==> config.mk <==
export PLATFORM = sky130hd
export DESIGN_NAME = lptc_timer
export DESIGN_NICKNAME = d
export VERILOG_FILES = /design/src/shared/lptc_pkg.sv /design/src/logic/lptc_tick_gen.sv /design/src/logic/lptc_timer.sv
export VERILOG_INCLUDE_DIRS = /design/src /design/src/shared
export SDC_FILE = /design/constraint.sdc
export NUM_CORES = 1
export LEC_CHECK = 0
export BUFFER_PORTS_ARGS = -buffer_cell sky130_fd_sc_hd__buf_2
export CAP_MARGIN = 5
export CORE_ASPECT_RATIO = 0.8
export CORE_MARGIN = 1
export CORE_UTILIZATION = 40
export CTS_CLUSTER_SIZE = 14
export DETAILED_ROUTE_END_ITERATION = 16
export MAX_ROUTING_LAYER = met4
export PLACE_DENSITY = 0.59
export SETUP_SLACK_MARGIN = 0.02
export SLEW_MARGIN = 20
export SYNTH_ARGS = -nofsm -noshare
export SYNTH_HDL_FRONTEND = slang
export SYNTH_SLANG_ARGS = --single-unit
==> constraint.sdc <==
create_clock -name CLK -period 3.52 [get_ports CLK]
set_input_delay 0.352 -clock CLK [delete_from_list [all_inputs] [get_ports CLK]]
set_output_delay 0.352 -clock CLK [all_outputs]
set_load 0.05 [all_outputs]
==> src/shared/lptc_defines.svh <==
`ifndef LPTC_DEFINES_SVH
`define LPTC_DEFINES_SVH

// ************************************************************
// Register offsets, word addressed on the plain register port.
// ************************************************************
`define LPTC_OFF_CTRL 4'h0
`define LPTC_OFF_DIV 4'h1
`define LPTC_OFF_CMP 4'h2
`define LPTC_OFF_CNT 4'h3
`define LPTC_OFF_STAT 4'h4
`define LPTC_OFF_MASK 4'h5

// ************************************************************
// Control register field positions.
// ************************************************************
`define LPTC_CTRL_EN 0
`define LPTC_CTRL_MODE 1
`define LPTC_CTRL_FREE 2
`define LPTC_CTRL_POL 3
`define LPTC_CTRL_SEL_LO 4
`define LPTC_CTRL_DMA 6

// ************************************************************
// Divider register field positions.
// ************************************************************
`define LPTC_DIV_VAL_LO 0
`define LPTC_DIV_SRC_LO 4
`define LPTC_DIV_BYP 6

// ************************************************************
// Reset values.
// ************************************************************
`define LPTC_CTRL_RST 7'h00
`define LPTC_DIV_RST 7'h41
`define LPTC_CMP_RST 16'h0000

`endif

==> src/shared/lptc_pkg.sv <==
package lptc_pkg;

    typedef enum logic {
        LPTC_MODE_TIME,
        LPTC_MODE_PULSE
    } lptc_mode_t;

    typedef enum logic [1:0] {
        LPTC_CNT_IDLE,
        LPTC_CNT_RUN
    } lptc_state_t;

    // Counting configuration as one bundle.
    typedef struct packed {
        logic enable;
        lptc_mode_t count_mode_select;
        logic free_run_enable;
        logic pulse_input_polarity;
        logic [1:0] pulse_input_select;
        logic dma_enable;
        logic divider_bypass;
        logic [1:0] divider_clock_source;
        logic [3:0] divider_value;
    } lptc_cfg_t;

endpackage

==> src/logic/lptc_tick_gen.sv <==
`timescale 1ns/1ps
// Prescaler and glitch filter that turns the chosen source into count ticks.
module lptc_tick_gen
    import lptc_pkg::*;
(
    // Clock and reset.
    input wire logic CLK,
    input wire logic SYS_RST,
    // Configuration.
    input wire lptc_cfg_t cfg,
    input wire logic run,
    // Sources.
    input wire logic [3:0] clk_src,
    input wire logic [3:0] pulse_in,
    // Result.
    output logic tick
);

    logic src_prev;
    logic filt;
    logic filt_prev;
    logic [15:0] div_cnt;
    logic [15:0] flt_cnt;
    logic raw;
    logic src_rise;
    logic filt_rise;
    logic div_tick;
    logic sclk_prev;
    logic sclk_rise;

    // Returns two to the power n, minus one, as a 16-bit terminal count.
    function automatic logic [15:0] pow2_m1(input logic [4:0] n);
        logic [16:0] p;
        p = 17'h00001 << n;
        return 16'(p - 17'h00001);
    endfunction

    // Pick the raw level; pulse inputs only matter in pulse mode.
    always_comb begin
        if (cfg.count_mode_select == LPTC_MODE_PULSE) begin
            raw = pulse_in[cfg.pulse_input_select] ^ cfg.pulse_input_polarity;
        end else begin
            raw = clk_src[cfg.divider_clock_source];
        end
    end

    // Edge history of the raw source.
    always_ff @(posedge CLK) begin
        if (SYS_RST) begin
            src_prev <= 1'b0;
        end else begin
            src_prev <= raw;
        end
    end

    assign src_rise = raw & ~src_prev;

    // Prescaler counts source rising edges; terminal count 2^(n+1)-1.
    always_ff @(posedge CLK) begin
        if (SYS_RST || !run) begin
            div_cnt <= 16'h0000;
        end else if (src_rise) begin
            if (div_cnt == pow2_m1(5'(cfg.divider_value) + 5'h01)) begin
                div_cnt <= 16'h0000;
            end else begin
                div_cnt <= div_cnt + 16'h0001;
            end
        end
    end

    assign div_tick = src_rise && (div_cnt == pow2_m1(5'(cfg.divider_value) + 5'h01));

    // Edge history of the selected source clock, which paces the filter in pulse mode.
    always_ff @(posedge CLK) begin
        if (SYS_RST) begin
            sclk_prev <= 1'b0;
        end else begin
            sclk_prev <= clk_src[cfg.divider_clock_source];
        end
    end

    assign sclk_rise = clk_src[cfg.divider_clock_source] & ~sclk_prev;

    // Glitch filter: the new level must stand over 2^n source clock edges before it passes.
    // Setting zero is not supported and is treated as setting one.
    always_ff @(posedge CLK) begin
        if (SYS_RST || !run) begin
            flt_cnt <= 16'h0000;
            filt <= 1'b0;
        end else if (raw == filt) begin
            flt_cnt <= 16'h0000;
        end else if (sclk_rise) begin
            if (flt_cnt == pow2_m1((cfg.divider_value == 4'h0) ? 5'h01 :
                                   5'(cfg.divider_value))) begin
                flt_cnt <= 16'h0000;
                filt <= raw;
            end else begin
                flt_cnt <= flt_cnt + 16'h0001;
            end
        end
    end

    always_ff @(posedge CLK) begin
        if (SYS_RST) begin
            filt_prev <= 1'b0;
        end else begin
            filt_prev <= filt;
        end
    end

    assign filt_rise = filt & ~filt_prev;

    // Bypass counts raw edges; otherwise prescaler or filter output.
    always_comb begin
        if (cfg.divider_bypass) begin
            tick = src_rise;
        end else if (cfg.count_mode_select == LPTC_MODE_PULSE) begin
            tick = filt_rise;
        end else begin
            tick = div_tick;
        end
    end

endmodule

==> src/logic/lptc_timer.sv <==
`timescale 1ns/1ps
`include "lptc_defines.svh"
// Operation
// Prescale n of 1..15 divides by 2^(n+1), filters 2^n clocks.
// Prescale zero divides by two; the filter does not support it.
// A 2-bit field picks one of four divider clock sources.
// Bypass counts the raw source; otherwise the divider or filter output.
// Mode selects time counting or pulse counting.
// Pulse input select picks one of four pins, in pulse mode only.
// Polarity inverts the pulse input, in pulse mode only.
// Free run resets on overflow; otherwise resets when the flag sets.
// One compare flag, readable and clearable by software.
// Interrupt enable gates the compare flag onto the interrupt.
// A separate enable lets the compare event request DMA.
// Counter at compare value then incrementing pulses trigger and sets flag.
// Disabling stops counting and clears the counter.
// Writing one clears the flag; a same-cycle set wins.
module lptc_timer
    import lptc_pkg::*;
(
    // Clock and reset.
    input wire logic CLK,
    input wire logic SYS_RST,
    // Register port.
    input wire logic [3:0] ADDR,
    input wire logic [15:0] WDATA,
    input wire logic WR,
    input wire logic RD,
    output logic [15:0] RDATA,
    // Count sources.
    input wire logic [3:0] CLK_SRC,
    input wire logic [3:0] PULSE_IN,
    // Events.
    output logic IRQ,
    output logic DMA_REQ,
    output logic TRIGGER
);

    // ************************************************************
    // Registers.
    // ************************************************************
    logic [6:0] ctrl;
    logic [6:0] divr;
    logic [15:0] compare;
    logic [15:0] count;
    logic compare_match_flag;
    logic compare_irq_enable;
    lptc_cfg_t cfg;
    lptc_state_t state;
    logic tick;
    logic hit;
    logic clr_flag;
    logic [15:0] next_count;

    // Decodes a write to a given word offset.
    function automatic logic wr_at(input logic [3:0] a, input logic [3:0] off,
                                   input logic w);
        return w && (a == off);
    endfunction

    assign cfg.enable = ctrl[`LPTC_CTRL_EN];
    assign cfg.count_mode_select = lptc_mode_t'(ctrl[`LPTC_CTRL_MODE]);
    assign cfg.free_run_enable = ctrl[`LPTC_CTRL_FREE];
    assign cfg.pulse_input_polarity = ctrl[`LPTC_CTRL_POL];
    assign cfg.pulse_input_select = ctrl[`LPTC_CTRL_SEL_LO +: 2];
    assign cfg.dma_enable = ctrl[`LPTC_CTRL_DMA];
    assign cfg.divider_value = divr[`LPTC_DIV_VAL_LO +: 4];
    assign cfg.divider_clock_source = divr[`LPTC_DIV_SRC_LO +: 2];
    assign cfg.divider_bypass = divr[`LPTC_DIV_BYP];

    // Configuration writes; changing settings while running takes effect at once.
    always_ff @(posedge CLK) begin
        if (SYS_RST) begin
            ctrl <= `LPTC_CTRL_RST;
            divr <= `LPTC_DIV_RST;
            compare <= `LPTC_CMP_RST;
            compare_irq_enable <= 1'b0;
        end else begin
            if (wr_at(ADDR, `LPTC_OFF_CTRL, WR)) begin
                ctrl <= WDATA[6:0];
            end
            if (wr_at(ADDR, `LPTC_OFF_DIV, WR)) begin
                divr <= WDATA[6:0];
            end
            if (wr_at(ADDR, `LPTC_OFF_CMP, WR)) begin
                compare <= WDATA;
            end
            if (wr_at(ADDR, `LPTC_OFF_MASK, WR)) begin
                compare_irq_enable <= WDATA[0];
            end
        end
    end

    // ************************************************************
    // Counting.
    // ************************************************************
    lptc_tick_gen u_tick (
        .CLK(CLK),
        .SYS_RST(SYS_RST),
        .cfg(cfg),
        .run(state == LPTC_CNT_RUN),
        .clk_src(CLK_SRC),
        .pulse_in(PULSE_IN),
        .tick(tick)
    );

    // Run state follows the enable bit.
    always_ff @(posedge CLK) begin
        if (SYS_RST) begin
            state <= LPTC_CNT_IDLE;
        end else begin
            case (state)
                LPTC_CNT_IDLE: begin
                    if (cfg.enable) begin
                        state <= LPTC_CNT_RUN;
                    end
                end
                LPTC_CNT_RUN: begin
                    if (!cfg.enable) begin
                        state <= LPTC_CNT_IDLE;
                    end
                end
                default: begin
                    state <= LPTC_CNT_IDLE;
                end
            endcase
        end
    end

    // The match is taken when the counter leaves the compare value.
    assign hit = (state == LPTC_CNT_RUN) && tick && (count == compare);

    // Without free run the counter restarts on the hit; with it, wraps at overflow.
    always_comb begin
        next_count = count;
        if (hit && !cfg.free_run_enable) begin
            next_count = 16'h0000;
        end else if (tick) begin
            next_count = count + 16'h0001;
        end
    end

    always_ff @(posedge CLK) begin
        if (SYS_RST || state != LPTC_CNT_RUN || !cfg.enable) begin
            count <= 16'h0000;
        end else begin
            count <= next_count;
        end
    end

    // ************************************************************
    // Flag, interrupt and DMA.
    // ************************************************************
    assign clr_flag = wr_at(ADDR, `LPTC_OFF_STAT, WR) && WDATA[0];

    // Set has priority so an event in the clearing cycle is kept.
    always_ff @(posedge CLK) begin
        if (SYS_RST) begin
            compare_match_flag <= 1'b0;
        end else if (hit) begin
            compare_match_flag <= 1'b1;
        end else if (clr_flag) begin
            compare_match_flag <= 1'b0;
        end
    end

    // Trigger and DMA request are one-cycle pulses registered from the hit.
    always_ff @(posedge CLK) begin
        if (SYS_RST) begin
            TRIGGER <= 1'b0;
            DMA_REQ <= 1'b0;
        end else begin
            TRIGGER <= hit;
            DMA_REQ <= hit && cfg.dma_enable;
        end
    end

    assign IRQ = compare_match_flag && compare_irq_enable;

    // Read data appear in the cycle after the strobe; unmapped reads give zero.
    always_ff @(posedge CLK) begin
        if (SYS_RST) begin
            RDATA <= 16'h0000;
        end else if (RD) begin
            case (ADDR)
                `LPTC_OFF_CTRL: RDATA <= {9'h000, ctrl};
                `LPTC_OFF_DIV: RDATA <= {9'h000, divr};
                `LPTC_OFF_CMP: RDATA <= compare;
                `LPTC_OFF_CNT: RDATA <= count;
                `LPTC_OFF_STAT: RDATA <= {15'h0000, compare_match_flag};
                `LPTC_OFF_MASK: RDATA <= {15'h0000, compare_irq_enable};
                default: RDATA <= 16'h0000;
            endcase
        end else begin
            RDATA <= 16'h0000;
        end
    end

endmodule

==> flow_summary_export.csv <==
group,metric,value,unit
status,status,"completed",
final_layout,fin_cells,873,
sta,finalSetupViolCount,0,
floorplan,die_area,0.0139,mm2
clock_tree,clock_path_buffers,2,
detailed_routing,initialDrtViolationCount,368,
worst_setup_path,crit_path_max_fanout,23,
flow_run,cap_violations,0,
clock_tree,cts_made_buffers,9,
clock_tree,clk-insertion-delay-late,0.35,ns
sta,skew,0.00697,ns
sta,max_freq,0.301,GHz
clock_tree,cts.clk_slew.worst_paths,0.08,ns
sta,max-slew-margin-rel,0.343,
floorplan,start_util,0.414,
yosys,synth-edff-count,0,
detailed_routing,vias_per_cell,5.63,
floorplan,die_x,132,um
worst_setup_path,cp-start-kind,"register",
clock_tree,root_buffer,"clkbuf_16",
worst_hold_path,hold_path_depth,3,
sta,grt_setup_unrepaired,"false",
placed_design,dp_slack,0.178,ns
yosys,synth.distinct_cells,74,
final_layout,seq_area,0.00206,mm2
clock_tree,tritoncts,"done",
final_layout,fin_area,0.00608,mm2
power,power,2.29,mW
detailed_routing,vias,4919,
floorplan,io_pins,51,
sta,setup_slack,0.197,ns
power,power.density,377,mW/mm2
worst_setup_path,cp-end-kind,"register",
worst_hold_path,whs_endpoint,"compare[14]",
final_layout,drive_above_1_share,0.146,
global_route,first_global_vias,4534,
worst_setup_path,crit_arrival,3.61,ns
yosys,synth-seq-cells,103,
final_layout,diodes,0,
worst_setup_path,ff2ff_setup_slack,0.20,ns
yosys,synthArstFlopShare,0,
worst_setup_path,cp_cell_sequence,"or4_4 -> ha_2 -> buf_4 -> a21boi_0 -> or3_1 -> a221oi_2 -> and4b_1 -> a21oi_2 -> buf_4 -> or4_1 -> a21oi_1",
global_route,overflow,0,
worst_setup_path,crit_path_max_incr_delay,0.53,ns
yosys,ys_seq_area_frac,0.384,
worst_hold_path,hold_path_class,"primary input to register",
global_route,grt_usage,0.223,
worst_setup_path,required,3.81,ns
clock_tree,clock-sinks,103,
detailed_routing,drc,0,
final_layout,multi_input_area,0.00312,mm2
final_layout,layout.nets,730,
yosys,netlist_area,0.00537,mm2
yosys,synth.avg_cell_area,8.19,um2
power,vdd_drop_max,0.239,mV
clock_tree,htree_levels,3,
worst_setup_path,worstSetupPathType,"register to register",
sta,fin_crit_sh,0.944,
detailed_routing,wl_per_cell,16.4,um
detailed_routing,detail-route-antenna-nets,0,
placed_design,place_hpwl,10.2,mm
worst_hold_path,hp-start,"WDATA[14]",
sta,tightest_slew,0.985,ns
worst_setup_path,r2r_start,"divr[0]",
worst_setup_path,r2r_end,"count[13]",
worst_setup_path,critPathMostFrequentCell,"buf_4",
placed_design,dp_cells,857,
global_route,antenna_found_initial,0,
sta,period_needed,3.32,ns
sta,final_hold_viol_count,0,
global_route,grt_pass1_wl,24.0,mm
final_layout,area_growth,13.2,%
clock_tree,ctsHoldBuffers,0,
placed_design,gp_congestion,0.829,
yosys,ys.flop_type,"dfxtp_1",
sta,fin_tns_setup,0,ns
yosys,ys_warn_count,0,
worst_setup_path,slowest_stage,"or4_4",
yosys,netlist_instances,656,
sta,slew_violations,0,
worst_setup_path,reg2regPathDepth,11,
detailed_routing,wl,14.3,mm
floorplan,rows,37,
floorplan,die_h,106,um
placed_design,detailed_place.area,0.00579,mm2
clock_tree,cts_setup_buffers,0,
clock_tree,cts_resized,0,
placed_design,io_buffers,50,
floorplan,core_area,0.0130,mm2
detailed_routing,first_pass_iters,5,
global_route,grt_max_degree,40,
final_layout,num-fill-cells,1295,
power,power_leakage,2.01,nW
-- critical path, delay by kind of cell, from the launching register on --
kind                       cells  cell delay, ns
and+or+nand+nor                4            1.65
adders and majority gates      1            0.24
DFF                            1            0.31
buffers and inverters          2            0.39
AOI/OAI and AO/OA              4            0.65
-- cell usage in the layout (no fill, tap or decap), types with 12 or more instances in the layout --
cell	synthesis	routed
nand4_1	18	18
a21oi_1	58	58
buf_4	4	15
nand2_1	82	82
dfxtp_1	103	103
xnor2_1	34	34
a22oi_1	24	24
o21ai_0	21	21
nand3_1	30	30
nor2_1	70	70
xor2_1	23	23
buf_2	7	50
nor2b_1	12	12
or3_1	14	14
-- layout make-up --
cell class                      count  share of cell area
Clock buffer                        9              0.0370
Multi-Input combinational cell    505               0.513
Timing Repair Buffer               65              0.0597
Inverter                            9             0.00556
Tap cell                          175              0.0360
Clock inverter                      7              0.0101
Sequential cell                   103               0.339
-- synthesized netlist by cell type, types with 10 or more instances --
library cell  instances  share of area
xnor2_1              34          0.055
nor2b_1              12          0.014
xor2_1               23          0.038
nand2_1              82          0.057
or3_1                14          0.016
o21ai_0              21          0.020
nand3_1              30          0.028
and3_1               10          0.012
nor2_1               70          0.049
a22oi_1              24          0.034
a21oi_1              58          0.054
clkbuf_1             26          0.018
nand4_1              18          0.021
dfxtp_1             103           0.38
-- per-layer routing --
metal / global-route usage / wire (um)
met5: - / 0
met4: 0.0498 / 134
met3: 0.0394 / 674
met2: 0.317 / 5980
met1: 0.325 / 7490
-- cell families (layout without fill, tap and decap cells) --
logic type                 after synthesis  after routing  synth area share
muxes                                   10             10            0.0212
adders and majority gates                6              6            0.0135
other                                    1              2          0.000698
buffers and inverters                   49             90            0.0415
AOI/OAI and AO/OA                      148            148             0.182
and+or+nand+nor                        282            282             0.264
DFF                                    103            103             0.384
xor gates and xnor gates                57             57            0.0930
-- state kept, by name, indices dropped and copies added (netlist names) --
signal              cells
u_tick.flt_cnt         16
DMA_REQ                 1
RDATA                  16
u_tick.sclk_prev        1
divr                    7
compare                16
count                  16
ctrl                    7
TRIGGER                 1
u_tick.div_cnt         16
state                   1
compare_match_flag      1
u_tick.src_prev         1
u_tick.filt             1
u_tick.filt_prev        1
compare_irq_enable      1
-- per-stage QoR --
step / hold WS (ns) / util
after global routing: 0.242 / 0.469
after floorplan: 0.445 / -
after global placement: 0.474 / 0.447
after detailed placement: 0.477 / 0.447
after CTS: 0.235 / 0.469
final: 0.245 / 0.469
-- how the worst max path moves through the flow --
| stage | end | cells after the start | slack (ns) | start |
|---|---|---|---|---|
| after floorplan | count[15] | 12 | 0.33 | divr[0] |
| after global placement | count[15] | 11 | 0.26 | divr[0] |
| after detailed placement | count[13] | 11 | 0.18 | divr[0] |
| after CTS | count[13] | 11 | 0.16 | divr[0] |
| after global routing | count[6] | 10 | 0.03 | divr[0] |
| final | count[13] | 11 | 0.20 | divr[0] |
-- report_power, final --
group	leakage, nW	internal [mW]	total (mW)	switching, mW
sequential	0.831	1.17	1.18	0.00593
clock	0.135	0.494	0.972	0.478
combinational	1.05	0.0554	0.143	0.0874
total	2.01	1.72	2.29	0.571
No activity file was read; power rests on OpenSTA's default activity.
